===== src/rtl/pgwr_pkg.sv =====
// Purpose: shared constants and carriers for the planar graphics write/read path
// Assumes: 8-bit indexed register port, four byte-wide planes
// Notes:   offsets are register indices on the data port
package pgwr_pkg;

  // ****************************************
  // register indices
  // ****************************************
  localparam logic [3:0] IDX_FILL_VALUE   = 4'h0;
  localparam logic [3:0] IDX_FILL_ENABLE  = 4'h1;
  localparam logic [3:0] IDX_CMP_COLOUR   = 4'h2;
  localparam logic [3:0] IDX_ROT_FUNC     = 4'h3;
  localparam logic [3:0] IDX_READ_PLANE   = 4'h4;
  localparam logic [3:0] IDX_MODE_CTRL    = 4'h5;
  localparam logic [3:0] IDX_MISC_CTRL    = 4'h6;
  localparam logic [3:0] IDX_CMP_IGNORE   = 4'h7;
  localparam logic [3:0] IDX_PIXEL_MASK   = 4'h8;
  localparam logic [3:0] IDX_LAST         = 4'h8;
  localparam logic [7:0] CRT_IDX_LATCH_RB = 8'h22;

  // ****************************************
  // field positions and reset values
  // ****************************************
  localparam int ROT_LSB      = 0;
  localparam int FUNC_LSB     = 3;
  localparam int WMODE_LSB    = 0;
  localparam int RMODE_BIT    = 3;
  localparam int ODDEVEN_BIT  = 4;
  localparam logic [7:0] RST_REG      = 8'h00;
  localparam logic [7:0] RST_MASK     = 8'hFF;
  localparam logic [3:0] RST_INDEX    = 4'h0;

  // ****************************************
  // enumerations and carriers
  // ****************************************
  typedef enum logic [1:0] {PGWR_FN_PASS, PGWR_FN_AND, PGWR_FN_OR, PGWR_FN_XOR} pgwr_func_t;
  typedef enum logic [1:0] {PGWR_WM0, PGWR_WM1, PGWR_WM2, PGWR_WM3} pgwr_wmode_t;

  typedef struct packed {
    logic [3:0][7:0] plane;
  } pgwr_planes_t;

  typedef struct packed {
    logic [3:0] fill_value;
    logic [3:0] fill_enable;
    logic [2:0] rotate;
    pgwr_func_t func;
    pgwr_wmode_t wmode;
    logic [7:0] pixel_mask;
  } pgwr_wcfg_t;

endpackage : pgwr_pkg


===== src/rtl/pgwr_byte_lane.sv =====
// Purpose: one byte lane of the write path (rotate, expand, function, mask)
// Assumes: latches hold the planes of the last memory read
// Notes:   pure combinational; instantiated once per data byte
`timescale 1ns/10ps
module pgwr_byte_lane
  import pgwr_pkg::*;
(
  // configuration and operands
  input  wire pgwr_wcfg_t   cfg_i,
  input  wire logic [7:0]   data_i,
  input  wire pgwr_planes_t latch_i,
  // result
  output pgwr_planes_t      wdata_o
);

  logic [15:0] dbl;
  logic [7:0]  rot;
  logic [7:0]  m3mask;

  // ****************************************
  // rotate right, then form the mode-3 mask
  // ****************************************
  assign dbl    = {data_i, data_i} >> cfg_i.rotate;
  assign rot    = dbl[7:0];
  assign m3mask = rot & cfg_i.pixel_mask;

  // per plane: source select, logical function, bit mask
  always_comb begin
    logic [7:0] src;
    logic [7:0] fn;
    logic [7:0] msk;
    src     = '0;
    fn      = '0;
    msk     = '0;
    wdata_o = '0;
    for (int p = 0; p < 4; p++) begin
      src = '0;
      fn  = '0;
      msk = cfg_i.pixel_mask;
      unique case (cfg_i.wmode)
        PGWR_WM0: begin
          src = cfg_i.fill_enable[p] ? {8{cfg_i.fill_value[p]}} : rot;
        end
        PGWR_WM1: begin
          src = latch_i.plane[p];
        end
        PGWR_WM2: begin
          src = {8{data_i[p]}};
        end
        PGWR_WM3: begin
          src = {8{cfg_i.fill_value[p]}};
          msk = m3mask;
        end
      endcase
      // function applies except in latch-copy mode
      if (cfg_i.wmode == PGWR_WM1) begin
        fn = src;
      end else begin
        unique case (cfg_i.func)
          PGWR_FN_PASS: fn = src;
          PGWR_FN_AND:  fn = src & latch_i.plane[p];
          PGWR_FN_OR:   fn = src | latch_i.plane[p];
          PGWR_FN_XOR:  fn = src ^ latch_i.plane[p];
        endcase
      end
      // mask 0 keeps the latched bit
      wdata_o.plane[p] = (fn & msk) | (latch_i.plane[p] & ~msk);
    end
  end

endmodule : pgwr_byte_lane


===== src/rtl/pgwr_path.sv =====
// Purpose: planar graphics write/read data path with indexed register bank
// Assumes: host strobes are single-cycle pulses from logic on clk_i
// Notes:   memory results arrive on mem_rd_valid_i; writes leave registered
//
// Contract
// - 4-bit index selects data registers 0-8
// - mode 0 enabled planes take fill bit
// - enable bit picks host data or fill
// - fill enable matters only in mode 0
// - read mode 1 returns per-pixel colour match
// - write data rotated right by count
// - rotate first, then logical function
// - function: pass, AND, OR, XOR with latches
// - read mode 0 returns map-selected plane
// - odd/even ignores select bit0, quad both
// - 16-bit writes processed per byte
// - mode 1 writes latches to all planes
// - every memory read loads the latches
// - mode 2 data bits form colour
// - mode 2 mask zero keeps latched pixel
// - mode 2 ignores fill, keeps function
// - mode 3 rotated data AND mask chooses
// - mode 3 ignores fill enable
// - CRT index 22h reads selected latch
// - writes to latch readback are ignored
// - ignore mask excludes planes from compare
// - bit mask zero keeps latched bit
// - read mode bit picks read path
`timescale 1ns/10ps
module pgwr_path
  import pgwr_pkg::*;
#(
  parameter int LANES = 2
)(
  // clock and reset
  input  wire logic                 clk_i,
  input  wire logic                 rstn_i,
  // graphics register port
  input  wire logic                 idx_wr_i,
  input  wire logic                 dat_wr_i,
  input  wire logic                 dat_rd_i,
  input  wire logic [7:0]           reg_wdata_i,
  output logic [7:0]                reg_rdata_o,
  // CRT controller index port (readback only)
  input  wire logic                 crt_rd_i,
  input  wire logic                 crt_wr_i,
  input  wire logic [7:0]           crt_index_i,
  output logic [7:0]                crt_rdata_o,
  // quad (chained) mode indication
  input  wire logic                 quad_mode_i,
  // host memory write request
  input  wire logic                 cpu_wr_i,
  input  wire logic [LANES-1:0]     cpu_be_i,
  input  wire logic [LANES*8-1:0]   cpu_wdata_i,
  // planar memory write
  output logic                      mem_wr_o,
  output logic [LANES-1:0]          mem_be_o,
  output pgwr_planes_t [LANES-1:0]  mem_wdata_o,
  // planar memory read return
  input  wire logic                 mem_rd_valid_i,
  input  wire pgwr_planes_t [LANES-1:0] mem_rdata_i,
  // host memory read answer
  output logic                      cpu_rd_valid_o,
  output logic [LANES*8-1:0]        cpu_rdata_o
);

  // ****************************************
  // register bank
  // ****************************************
  logic [3:0]               graphics_register_pointer;
  logic [7:0]               regs [0:8];
  pgwr_planes_t [LANES-1:0] latch;
  pgwr_wcfg_t               wcfg;
  pgwr_planes_t [LANES-1:0] next_wdata;
  logic [LANES*8-1:0]       next_rdata;

  // decodes a map select under odd/even and quad restrictions
  function automatic logic [1:0] plane_sel(input logic [7:0] sel, input logic oddeven, input logic quad);
    logic [1:0] s;
    s = sel[1:0];
    if (quad) begin
      s = 2'h0;
    end else if (oddeven) begin
      s[0] = 1'b0;
    end
    return s;
  endfunction : plane_sel

  // index register keeps four bits
  always_ff @(posedge clk_i or negedge rstn_i) begin
    if (!rstn_i) begin
      graphics_register_pointer <= RST_INDEX;
    end else if (idx_wr_i) begin
      graphics_register_pointer <= reg_wdata_i[3:0];
    end
  end

  // data registers, writes above index 8 dropped
  always_ff @(posedge clk_i or negedge rstn_i) begin
    if (!rstn_i) begin
      for (int i = 0; i < 9; i++) begin
        regs[i] <= (i == int'(IDX_PIXEL_MASK)) ? RST_MASK : RST_REG;
      end
    end else if (dat_wr_i && graphics_register_pointer <= IDX_LAST) begin
      regs[graphics_register_pointer] <= reg_wdata_i;
    end
  end

  // register read answer
  always_ff @(posedge clk_i or negedge rstn_i) begin
    if (!rstn_i) begin
      reg_rdata_o <= 8'h00;
    end else if (dat_rd_i) begin
      if (graphics_register_pointer <= IDX_LAST) begin
        reg_rdata_o <= regs[graphics_register_pointer];
      end else begin
        reg_rdata_o <= 8'h00;
      end
    end else if (idx_wr_i) begin
      reg_rdata_o <= reg_rdata_o;
    end
  end

  // ****************************************
  // latches and readback
  // ****************************************
  // every memory read refreshes all four latches
  always_ff @(posedge clk_i or negedge rstn_i) begin
    if (!rstn_i) begin
      latch <= '0;
    end else if (mem_rd_valid_i) begin
      latch <= mem_rdata_i;
    end
  end

  // CRT readback of selected low-byte latch; CRT writes have no effect
  always_ff @(posedge clk_i or negedge rstn_i) begin
    if (!rstn_i) begin
      crt_rdata_o <= 8'h00;
    end else if (crt_rd_i) begin
      if (crt_index_i == CRT_IDX_LATCH_RB) begin
        crt_rdata_o <= latch[0].plane[regs[IDX_READ_PLANE][1:0]];
      end else begin
        crt_rdata_o <= 8'h00;
      end
    end
  end
  // crt_wr_i is deliberately not decoded: no state depends on it

  // ****************************************
  // write path
  // ****************************************
  assign wcfg.fill_value  = regs[IDX_FILL_VALUE][3:0];
  assign wcfg.fill_enable = regs[IDX_FILL_ENABLE][3:0];
  assign wcfg.rotate      = regs[IDX_ROT_FUNC][ROT_LSB +: 3];
  assign wcfg.func        = pgwr_func_t'(regs[IDX_ROT_FUNC][FUNC_LSB +: 2]);
  assign wcfg.wmode       = pgwr_wmode_t'(regs[IDX_MODE_CTRL][WMODE_LSB +: 2]);
  assign wcfg.pixel_mask  = regs[IDX_PIXEL_MASK];

  // one lane per data byte
  generate
    for (genvar g = 0; g < LANES; g++) begin : g_lane
      pgwr_byte_lane u_lane (
        .cfg_i   (wcfg),
        .data_i  (cpu_wdata_i[g*8 +: 8]),
        .latch_i (latch[g]),
        .wdata_o (next_wdata[g])
      );
    end
  endgenerate

  // registered memory write
  always_ff @(posedge clk_i or negedge rstn_i) begin
    if (!rstn_i) begin
      mem_wr_o    <= 1'b0;
      mem_be_o    <= '0;
      mem_wdata_o <= '0;
    end else begin
      mem_wr_o <= cpu_wr_i;
      if (cpu_wr_i) begin
        mem_be_o    <= cpu_be_i;
        mem_wdata_o <= next_wdata;
      end
    end
  end

  // ****************************************
  // read path
  // ****************************************
  always_comb begin
    logic [1:0] s;
    logic [3:0] cc;
    logic [3:0] keep;
    logic [3:0] px;
    next_rdata = '0;
    s    = plane_sel(regs[IDX_READ_PLANE], regs[IDX_MODE_CTRL][ODDEVEN_BIT], quad_mode_i);
    cc   = regs[IDX_CMP_COLOUR][3:0];
    keep = regs[IDX_CMP_IGNORE][3:0];
    px   = '0;
    for (int l = 0; l < LANES; l++) begin
      if (regs[IDX_MODE_CTRL][RMODE_BIT]) begin
        for (int b = 0; b < 8; b++) begin
          for (int p = 0; p < 4; p++) begin
            px[p] = mem_rdata_i[l].plane[p][b];
          end
          next_rdata[l*8+b] = ((px ^ cc) & keep) == 4'h0;
        end
      end else begin
        next_rdata[l*8 +: 8] = mem_rdata_i[l].plane[s];
      end
    end
  end

  // host read answer registered
  always_ff @(posedge clk_i or negedge rstn_i) begin
    if (!rstn_i) begin
      cpu_rd_valid_o <= 1'b0;
      cpu_rdata_o    <= '0;
    end else begin
      cpu_rd_valid_o <= mem_rd_valid_i;
      if (mem_rd_valid_i) begin
        cpu_rdata_o <= next_rdata;
      end
    end
  end

endmodule : pgwr_path


===== config.mk =====
export PLATFORM = sky130hd
export DESIGN_NAME = pgwr_path
export DESIGN_NICKNAME = d
export VERILOG_FILES = /design/src/rtl/pgwr_pkg.sv /design/src/rtl/pgwr_byte_lane.sv /design/src/rtl/pgwr_path.sv
export SDC_FILE = /design/constraint.sdc
export NUM_CORES = 1
export LEC_CHECK = 0
export ABC_AREA = 1
export BUFFER_PORTS_ARGS = -buffer_cell sky130_fd_sc_hd__buf_4
export CORE_MARGIN = 8
export CORE_UTILIZATION = 60
export DETAILED_ROUTE_END_ITERATION = 6
export PLACE_DENSITY = 0.82
export REMOVE_ABC_BUFFERS = 1
export SYNTH_ARGS = -nofsm -noshare
export SYNTH_HDL_FRONTEND = slang
export SYNTH_SLANG_ARGS = --single-unit

===== constraint.sdc =====
create_clock -name clk_i -period 3 [get_ports clk_i]
set_clock_uncertainty 0.05 [all_clocks]
set_input_delay 0.9 -clock clk_i [delete_from_list [all_inputs] [get_ports clk_i]]
set_output_delay 0.9 -clock clk_i [all_outputs]
set_load 0.02 [all_outputs]

==> results.toml, run 1 <==
[worst_setup_path]
r2r-start = "regs[24]$_DFFE_PN0P_"
arrival_ns = 3.11
r2r-end = "mem_wdata_o[17]$_DFFE_PN0P_"
crit_required_ns = 3.40
crit_path_end_kind = "flip-flop"
cp_max_fo = 12
cp-start-kind = "flip-flop"
path_class = "flip-flop to flip-flop"
rrSetupSlack_ns = 0.29
reg2reg_depth = 15

[clocking]
htreeDepth = 1
path_clk_slew_ns = 0.06
cts_tree = "yes"
cts_buffers = 28
cts.sinks = 240
cts_buffer_depth = 3
insertion_delay_ns = 0.56
hold_buffers = 0
post_cts_buffers = 0
root_buffer = "clkbuf_16"
cts_resized = 0

[timing]
fmax_mhz = 368.4
max-slew-margin-rel_pct = 24.29
grt_setup_unrepaired = "no"
hold_viol = 0
fin_hold_ws_ns = 0.2726
worst_pin_slew_ns = 1.134
fin_crit_ns = 2.714
period_share_pct = 90.48
finalSetupViolCount = 0
drv_slew = 0

[outcome]
status = "complete, no violations"

[cells_and_area]
syn_to_final_growth_pct = 17.85
final_nets = 2898
drive_gt1_share_pct = 13.75
finalNonFillerCells = 3074
utilization_pct = 71.54

[synth]
synth_top_area_cell = "dfrtp_1"
ys.warnings.count = 0
yosysSeqAreaShare_pct = 34.62
syn_inst = 2498
yosysTopAreaCellShare_pct = 33.41
syn-cell-area_mm2 = 0.01738
synth_edf_count = 0
ys_ff_latch = 240
yosys_most_used_dff = "dfrtp_1"
synth_cell_types = 35
synthTopCellsByCount = "nand2_1 (705), o21ai_0 (304), a21oi_1 (256)"
synth.area.top_cells = "dfrtp_1 (33%), nand2_1 (15%), ha_1 (9.2%)"
async_flop_share_pct = 100.0
yosysMostFrequentCell = "nand2_1"
synth_area_per_cell_um2 = 6.956

[placed_design]
port_buffers = 206
routabilityCongestion = 0.9712
dp_cells = 3016
post-dp-hpwl_um = 43230

[die]
die_area_mm2 = 0.03466
dieWidth_um = 186.2
core_area_mm2 = 0.02863
rows = 62
initial_core_util_pct = 60.70
die_height_um = 186.2
num_io_pins = 208

[power]
p_leak_uw = 0.009734
power.density_mw_per_mm2 = 896.1
vdd_drop_max_v = 0.0006249

[detailed_routing]
routed_wl_um = 65130
drc = 0
drtAntennaViolNets = 0
first_iter_violations = 2093
routedWlPerCell_um = 21.19
viasPerCell = 6.259
dr_total_vias = 19240
firstDrtPassIters = 6

[global_routing]
grt_pass1_vias = 18760
antenna_found_initial = 6
grt_pass1_wl_um = 100900
overflow = 0
track_usage_pct = 37.05
grt_max_degree = 67

[worst_hold_path]
hold_class = "input port to asynchronous set/reset pin"

[run]
maxCapViolCount = 0
-- where the power goes --
part           internal (µW)  switching [µW]  total, µW
combinational           3260            6500       9760
clock                   2340            1470       3810
sequential              4050             731       4780
-- routing by layer --
metal	share of wire, %	up-vias	global-route usage [%]
met4	7.3	0	24.87
met2	44	1339	57.37
li1	-	8666	-
met3	12	339	7.304
met5	0	-	0
met1	37	8896	46.64
-- worst max path at each step --
| stage | start | endpoint | slack [ns] |
|---|---|---|---|
| floorplan | regs[44]$_DFFE_PN0P_ | mem_wdata_o[42]$_DFFE_PN0P_ | -4.62 |
| global placement | cpu_wdata_i[15] | mem_wdata_o[34]$_DFFE_PN0P_ | 0.36 |
| detailed placement | cpu_wdata_i[8] | mem_wdata_o[53]$_DFFE_PN0P_ | 0.28 |
| CTS | regs[24]$_DFFE_PN0P_ | mem_wdata_o[14]$_DFFE_PN0P_ | 0.32 |
| global route | regs[24]$_DFFE_PN0P_ | mem_wdata_o[14]$_DFFE_PN0P_ | 0.03 |
| finish | regs[24]$_DFFE_PN0P_ | mem_wdata_o[17]$_DFFE_PN0P_ | 0.29 |
-- flip-flops by register name, summed over array words and instances, names as in the netlist --
signal and cells:
cpu_rd_valid_o 1, cpu_rdata_o 16, mem_wdata_o 64, crt_rdata_o 8, latch 64, reg_rdata_o 8
mem_be_o 2, regs 72, graphics_register_pointer 4, mem_wr_o 1
-- layout make-up --
| cell class | instances | area [µm²] |
|---|---|---|
| Timing Repair Buffer | 275 | 2222 |
| Sequential cell | 240 | 6017 |
| Clock buffer | 40 | 787.0 |
| Fill cell | 2365 | 8147 |
| Tap cell | 384 | 480.5 |
| Inverter | 216 | 810.8 |
| Antenna cell | 6 | 15.01 |
| Multi-Input combinational cell | 1901 | 9925 |
| Clock inverter | 12 | 221.5 |
-- worst max-delay path, cell delays in order, from the launching register on --
cell and delay [ns]:
dfrtp_1 0.46, nand2_1 0.09, inv_1 0.21, nand2_1 0.18, nand2_1 0.06, inv_1 0.38, o211ai_1 0.16, nand2_1 0.16
inv_1 0.05, ha_1 0.17, nand2_1 0.06, o21ai_0 0.09, a211oi_1 0.22, nor2_1 0.08, nand2_1 0.09, a21oi_1 0.06
-- stage by stage --
| stage | setup TNS (ns) | area [µm²] | total power (µW) | worst slack, ns |
|---|---|---|---|---|
| after floorplan | -294.91 | 16730 | 10550 | -4.617 |
| after global placement | 0 | 19450 | 13820 | 0.3614 |
| after detailed placement | 0 | 19450 | 14210 | 0.2847 |
| after CTS | 0 | 20460 | 18060 | 0.3206 |
| after global routing | 0 | 20480 | 19450 | 0.02982 |
| final | 0 | 20480 | 18350 | 0.2856 |
-- logic make-up after synthesis --
group / Yosys count / share of synthesized area, %
xor gates and xnor gates: 5 / 0.2520
adders and majority gates: 128 / 9.217
and+or+nand+nor: 1038 / 24.09
buffers and inverters: 357 / 8.388
AOI/OAI and AO/OA: 730 / 23.44
DFF: 240 / 34.62
-- layout by cell type, fill, tap and decap left out, types with 7 or more instances in the layout --
cell type,Yosys,final
o211ai_1,64,64
clkbuf_16,0,29
a21oi_1,256,256
o21ai_0,304,303
o22ai_1,8,8
a22oi_1,15,15
o221ai_1,8,8
buf_12,0,12
ha_1,128,128
nor2_1,189,189
clkbuf_1,79,9
nor2_4,6,7
inv_2,11,12
clkinv_1,10,10
nand2_2,13,13
nand4_1,13,13
a211oi_1,64,64
dfrtp_1,232,231
inv_1,195,194
nand2_1,705,705
nand3_1,100,99
buf_4,9,262
dfstp_2,8,8
Power figures use the tool's default switching activity.
==> run 2: changes to the inputs <==
--- a/config.mk
+++ b/config.mk
@@ -10,8 +10,9 @@
 export CORE_MARGIN = 8
 export CORE_UTILIZATION = 60
 export DETAILED_ROUTE_END_ITERATION = 6
-export PLACE_DENSITY = 0.82
+export PLACE_DENSITY = 0.81
 export REMOVE_ABC_BUFFERS = 1
 export SYNTH_ARGS = -nofsm -noshare
 export SYNTH_HDL_FRONTEND = slang
+export SYNTH_HIERARCHICAL = 1
 export SYNTH_SLANG_ARGS = --single-unit
==> run 2 against run 1 <==
Effect of this change:
- the flow now finishes with violations (DRC)
- utilization is 1.1 points lower
- area after synthesis is 10% higher
- clock power is 8.1% lower
- fmax is 2.8% lower
- total power is 4.6% higher
- design area is 8.5% higher
- critical path depth is 1 lower
- worst hold slack worse by 0.022 ns
- register-to-register slack worse by 0.08 ns
- die area is 9.5% higher
==> results.toml, run 2 <==
[clocking]
htreeDepth = 1
post_cts_buffers = 0
cts_buffer_depth = 3
path_clk_slew_ns = 0.06
root_buffer = "clkbuf_16"
cts_buffers = 27
cts_resized = 0
cts_tree = "yes"
insertion_delay_ns = 0.57
cts.sinks = 240
hold_buffers = 0

[synth]
ys.warnings.count = 6
syn-cell-area_mm2 = 0.01919
synth.area.top_cells = "dfrtp_1 (30%), nand2_1 (20%), ha_1 (8.3%)"
yosys_most_used_dff = "dfrtp_1"
synthTopCellsByCount = "nand2_1 (1038), dfrtp_1 (232), inv_1 (231)"
async_flop_share_pct = 100.0
synthAdderAreaFrac_pct = 8.346
synth_top_family_by_area = "simple AND/OR/NAND/NOR gates"
ys_ff_latch = 240
yosysMostFrequentCell = "nand2_1"
yosysSeqAreaShare_pct = 31.35
yosysTopAreaCellShare_pct = 30.25
synthMuxAreaShare_pct = 3.873
synth_xor_area_share_pct = 0
synth_edf_count = 0
yosys.area_share.simple_pct = 30.98
synth_top_area_cell = "dfrtp_1"
synth_area_per_cell_um2 = 7.097
synth_cell_types = 32
synth_compound_area_share_pct = 16.88
syn_inst = 2704

[worst_setup_path]
critPathLaunch = "regs[24]$_DFFE_PN0P_"
r2r-end = "mem_wdata_o[15]$_DFFE_PN0P_"
crit_chain = "nor2_2, nand2_1, inv_1, nand2_1, nand2_2, inv_1, ha_1, nand2_1, o21ai_1, a211oi_1, nor2_1, nand2_1, nand2_1, mux2_2"
crit_required_ns = 3.40
path_class = "flip-flop to flip-flop"
reg2reg_depth = 14
arrival_ns = 3.19
cp_max_fo = 8
cp-start-kind = "flip-flop"
cpMaxStageDelayCell = "dfrtp_1"
path_common_cell = "nand2_1"
crit_path_end_kind = "flip-flop"
crit_family = "simple AND/OR/NAND/NOR gates"
cp.buffers_inverters = 2
r2r-start = "regs[24]$_DFFE_PN0P_"
worst_path_largest_cell_delay_ns = 0.56
rrSetupSlack_ns = 0.21

[die]
dieWidth_um = 194.8
die_height_um = 194.8
num_io_pins = 208
initial_core_util_pct = 60.81
core_area_mm2 = 0.03156
die_area_mm2 = 0.03796
rows = 65

[placed_design]
post-dp-hpwl_um = 46790
dp_slack_ns = 0.03719
port_buffers = 206
dp_cells = 3252
routabilityCongestion = 0.9499

[timing]
hold_viol = 0
max-slew-margin-rel_pct = 27.19
worst_pin_slew_ns = 1.091
drv_slew = 0
fin_ws_ns = 0.2070
finalSetupViolCount = 0
fin_hold_ws_ns = 0.2503
grt_setup_unrepaired = "no"
fin_crit_ns = 2.793
period_share_pct = 93.10
fmax_mhz = 358.0

[cells_and_area]
reg.largest.list = "regs (72), latch (64), mem_wdata_o (64)"
largest_reg_flops = 72
syn_to_final_growth_pct = 15.83
drive_gt1_share_pct = 21.76
regMostFlops = "regs"
finalNonFillerCells = 3307
final_common_cell = "nand2_1"
utilization_pct = 70.44
nFillCells = 2590
final_nets = 3115
final_cell_mix = "nand2_1 (1038), buf_4 (260), inv_1 (231)"

[detailed_routing]
routed_wl_um = 66840
routedWlPerCell_um = 20.21
firstDrtPassIters = 7
viasPerCell = 6.034
first_iter_violations = 2498
dr_total_vias = 19950
drc = 1
drtAntennaViolNets = 0

[global_routing]
overflow = 0
antenna_found_initial = 4
grt_pass1_wl_um = 104400
grt_pass1_vias = 19680
grt_max_degree = 68
track_usage_pct = 34.10

[worst_hold_path]
hold_class = "input port to asynchronous set/reset pin"

[power]
p_leak_uw = 0.01156
vdd_drop_max_v = 0.0005986
finalPower_uw = 19200
power.density_mw_per_mm2 = 863.8

[outcome]
violations = "DRC"
status = "finished, violations left"

[run]
maxCapViolCount = 0
run 2: cell count changes in the layout (fill, tap and decap cells not counted), moves of 57 or more:
cell      previous run  this run
nand3_1             99       201
o21ai_0            303       200
nor2_1             189       132
nand2_2             13        75
nand2_1            705      1038
mux2_2               0        66
a21oi_1            256        37
o211ai_1            64         0
o211ai_2             0        64
run 2: report_power, final:
part | internal (µW) | total (µW) | leakage [µW] | switching, µW
Combinational | 3830 | 10700 | 0.00813 | 6870
Sequential | 4090 | 5000 | 0.00297 | 909
Clock | 2050 | 3500 | 0.000461 | 1450
run 2: area by class of cell:
type	count	area, µm²	area share (%)
multi-input combinational	2078	11530	51.88
clock buffer	35	755.7	3.400
antenna	5	12.51	0.05629
sequential	240	6021	27.09
timing repair buffer	274	2227	10.02
clock inverter	15	181.4	0.8162
inverter	258	994.7	4.475
tap	402	503.0	2.263
run 2: kinds of logic (layout without fill, tap and decap cells):
family          count (synthesis)  after routing
simple gates                 1457           1457
other cells                     0              5
buf+inv                       386            582
compound gates                427            427
mux                            66             66
fa+ha+maj                     128            128
flops                         240            240
run 2: layer usage:
layer | vias to the layer above | wire, µm | GRT usage, %
li1 | 9099 | - | -
met1 | 9293 | 25010 | 42.32
met2 | 1240 | 29250 | 53.18
met3 | 320 | 7878 | 8.568
met4 | 2 | 4692 | 20.38
met5 | - | 13 | 0
run 2: worst max-delay path by stage:
stage / cells past startpoint / end / slack [ns]
after global placement: 17 / mem_wdata_o[31]$_DFFE_PN0P_ / 0.12
after CTS: 15 / mem_wdata_o[22]$_DFFE_PN0P_ / 0.22
final: 14 / mem_wdata_o[15]$_DFFE_PN0P_ / 0.21
after global routing: 18 / mem_wdata_o[15]$_DFFE_PN0P_ / 0.05
after floorplan: 12 / mem_wdata_o[22]$_DFFE_PN0P_ / -1.87
after detailed placement: 17 / mem_wdata_o[15]$_DFFE_PN0P_ / 0.04
run 2: worst reg2reg max path, delay by kind of cell (launching register included):
kind,cells,cell delay [ns]
and+or+nand+nor,8,0.89
DFF,1,0.56
buffers and inverters,2,0.43
AOI/OAI and AO/OA,2,0.32
muxes,1,0.26
adders and majority gates,1,0.17
run 2: per-stage QoR:
stage / TNS (ns) / area (µm²)
6_report: 0 / 22230
3_5_place_dp: 0 / 21280
5_1_grt: 0 / 22220
2_1_floorplan: -143.85 / 18540
3_3_place_gp: 0 / 21280
4_1_cts: 0 / 22210
==> run 3: changes to the inputs <==
--- a/config.mk
+++ b/config.mk
@@ -5,7 +5,6 @@
 export SDC_FILE = /design/constraint.sdc
 export NUM_CORES = 1
 export LEC_CHECK = 0
-export ABC_AREA = 1
 export BUFFER_PORTS_ARGS = -buffer_cell sky130_fd_sc_hd__buf_4
 export CORE_MARGIN = 8
 export CORE_UTILIZATION = 60
==> run 3 against run 2 <==
Effect of this change:
- the flow finishes with violations (DRC, setup timing)
- die area grew 1.0%
- design area grew 8.8%
- first-iteration DRC count grew 7.0%
- total power grew 39%
- sequential power grew 11%
- setup slack lost 0.48 ns
- via count shrank 4.5%
- worst hold slack lost 0.020 ns
- routed wire length grew 8.1%
- largest cell class unchanged
==> results.toml, run 3 <==
[detailed_routing]
first_iter_violations = 2673
drtAntennaViolNets = 0
drc = 5
routed_wl_um = 72280
firstDrtPassIters = 7
routedWlPerCell_um = 26.66
dr_total_vias = 19070
viasPerCell = 7.032

[power]
switching_power_uw = 12700
power.density_mw_per_mm2 = 1102
p_seq_share_pct = 20.8
p_int_uw = 13950
vdd_drop_max_v = 0.0006713
combPwrFrac_pct = 66.4
pwr-share-clk_pct = 12.7
switching_share_pct = 47.65
p_leak_uw = 0.01110

[clocking]
htreeDepth = 1
cts_buffer_depth = 3
path_clk_slew_ns = 0.07
cts_buffers = 26
root_buffer = "clkbuf_16"
insertion_delay_ns = 0.56
cts.sinks = 240
hold_buffers = 0
cts_tree = "yes"

[timing]
hold_viol = 0
finalSetupViolCount = 51
fmax_mhz = 305.6
setup_tns_ns = -5.447
max-slew-margin-rel_pct = 40.79
worst_pin_slew_ns = 0.8758
fin_ws_ns = -0.2721
drv_slew = 0
fin_crit_ns = 3.272
grt_setup_unrepaired = "yes"
period_share_pct = 109.1

[synth]
ys_ff_latch = 240
yosysTopAreaCellShare_pct = 29.93
yosys_most_used_dff = "dfrtp_1"
syn_inst = 1996
synthTopCellsByCount = "mux2_2 (242), dfrtp_1 (232), nand2_1 (180)"
synth_cell_types = 54
yosysSeqAreaShare_pct = 31.01
yosysMostFrequentCell = "mux2_2"
ys.warnings.count = 6
synth_area_per_cell_um2 = 9.719
async_flop_share_pct = 100.0
synth.area.top_cells = "dfrtp_1 (30%), mux2_2 (14%), ha_1 (8.3%)"
synth_edf_count = 0
synth_top_area_cell = "dfrtp_1"
syn-cell-area_mm2 = 0.01940

[worst_setup_path]
crit_family = "multiplexers"
worst_path_largest_cell_delay_ns = 0.43
arrival_ns = 3.67
cp_max_fo = 5
r2r-start = "regs[42]$_DFFE_PN0P_"
path_class = "flip-flop to flip-flop"
cp-start-kind = "flip-flop"
cpMaxStageDelayCell = "dfrtp_1"
cp.buffers_inverters = 4
crit_chain = "buf_12, buf_12, buf_8, mux4_2, mux2i_1, buf_4, o21ai_1, nand3_1, ha_1, mux2i_2, o22ai_2, o211ai_1, a21oi_1, o22a_1, mux2_4"
r2r-end = "mem_wdata_o[59]$_DFFE_PN0P_"
rrSetupSlack_ns = -0.27
crit_required_ns = 3.40
reg2reg_depth = 15
crit_path_end_kind = "flip-flop"
path_common_cell = "buf_12"

[cells_and_area]
final_nets = 2519
ff_latch_area_mm2 = 0.006022
regMostFlops = "regs"
final_cell_mix = "buf_4 (377), dfrtp_1 (229), mux2_2 (206)"
multi_input_area_mm2 = 0.01307
fin_area_mm2 = 0.02419
drive_gt1_share_pct = 39.04
largest_reg_flops = 72
final_common_cell = "buf_4"
reg.largest.list = "regs (72), latch (64), mem_wdata_o (64)"
utilization_pct = 75.12
syn_to_final_growth_pct = 24.71
nFillCells = 2118
antenna_cells = 0

[placed_design]
routabilityCongestion = 0.9777
post-dp-hpwl_um = 47860
port_buffers = 206
placed_area_mm2 = 0.02227

[global_routing]
track_usage_pct = 35.26
grt_pass1_wl_um = 106800
grt_pass1_vias = 18700
grt_max_degree = 68
antenna_found_initial = 2
overflow = 0

[outcome]
violations = "DRC, setup timing"
status = "finished, violations left"

[die]
die_height_um = 195.8
rows = 66
core_area_mm2 = 0.03221
num_io_pins = 208
initial_core_util_pct = 60.23
dieWidth_um = 195.8
die_area_mm2 = 0.03834

[worst_hold_path]
hold_class = "input port to asynchronous set/reset pin"

[run]
maxCapViolCount = 0
==> run 3: changes by cell type after synthesis, sizes merged, moves of 70 or more <==
cell,before,now
o22ai,2,72
nand3,201,129
nor2,139,37
o21ai,251,64
mux2,66,258
inv,251,149
mux2i,0,100
nand2,1115,181
==> run 3: power by group through the flow <==
stage	registers, µW	clock network [µW]	logic (µW)
6_report	5550	3400	17700
4_1_cts	5460	3420	15900
2_1_floorplan	6370	0	8550
3_3_place_gp	5420	0	15100
3_5_place_dp	5500	0	15600
5_1_grt	5630	3530	18700
==> run 3: worst reg2reg max path, delay by kind of cell (launching register included) <==
family                     cells  cell delay [ns]
DFF                            1             0.43
AOI/OAI and AO/OA              5             0.76
adders and majority gates      1             0.26
and+or+nand+nor                1             0.14
muxes                          4             0.94
buffers and inverters          4             0.60
==> run 3: stage by stage <==
step / hold slack [ns] / std cells / power (µW) / worst slack, ns
finish: 0.2298 / 2711 / 26660 / -0.2721
global route: 0.2597 / 2711 / 27860 / -0.3875
CTS: 0.2410 / 2698 / 24780 / -0.1059
detailed placement: 0.4417 / 2641 / 21120 / -0.5398
global placement: 0.4338 / 2641 / 20530 / -0.4850
floorplan: 0.4247 / 1862 / 14920 / -1.439
==> run 3: cells by family after synthesis <==
group,synth area share (%)
simple gates,9.501
xor+xnor,2.890
compound gates,18.10
buf+inv,6.082
mux,24.16
fa+ha+maj,8.256
flops,31.01
==> run 3: worst max path at each step <==
stage / cells after the start / slack, ns / startpoint / endpoint
floorplan: 6 / -1.44 / regs[44]$_DFFE_PN0P_ / mem_wdata_o[39]$_DFFE_PN0P_
global placement: 13 / -0.49 / cpu_wdata_i[3] / mem_wdata_o[28]$_DFFE_PN0P_
detailed placement: 13 / -0.54 / cpu_wdata_i[3] / mem_wdata_o[29]$_DFFE_PN0P_
CTS: 13 / -0.11 / regs[41]$_DFFE_PN0P_ / mem_wdata_o[29]$_DFFE_PN0P_
global route: 15 / -0.39 / regs[42]$_DFFE_PN0P_ / mem_wdata_o[59]$_DFFE_PN0P_
finish: 15 / -0.27 / regs[42]$_DFFE_PN0P_ / mem_wdata_o[59]$_DFFE_PN0P_
==> run 3: metal layers <==
metal	up-vias	global-route usage [%]	routed length, µm
li1	8003	-	-
met1	9131	44.13	25820
met2	1499	54.41	31850
met3	427	9.407	9548
met4	5	20.33	4963
met5	-	1.585	94
==> run 3: timing repair <==
item	in CTS	in global routing
setup endpoints to repair	56	64
gates cloned	0	0
buffers inserted	9	14
resized for setup	32	200
pin swaps	219	215
==> run 3: layout make-up <==
type | count | share of cell area (%)
multi-input cells | 1472 | 54.02
flip-flops and latches | 240 | 24.89
repair buffers | 393 | 12.91
clock buffers | 39 | 3.181
inverters | 150 | 2.327
well taps | 408 | 2.110
clock inverters | 9 | 0.5586
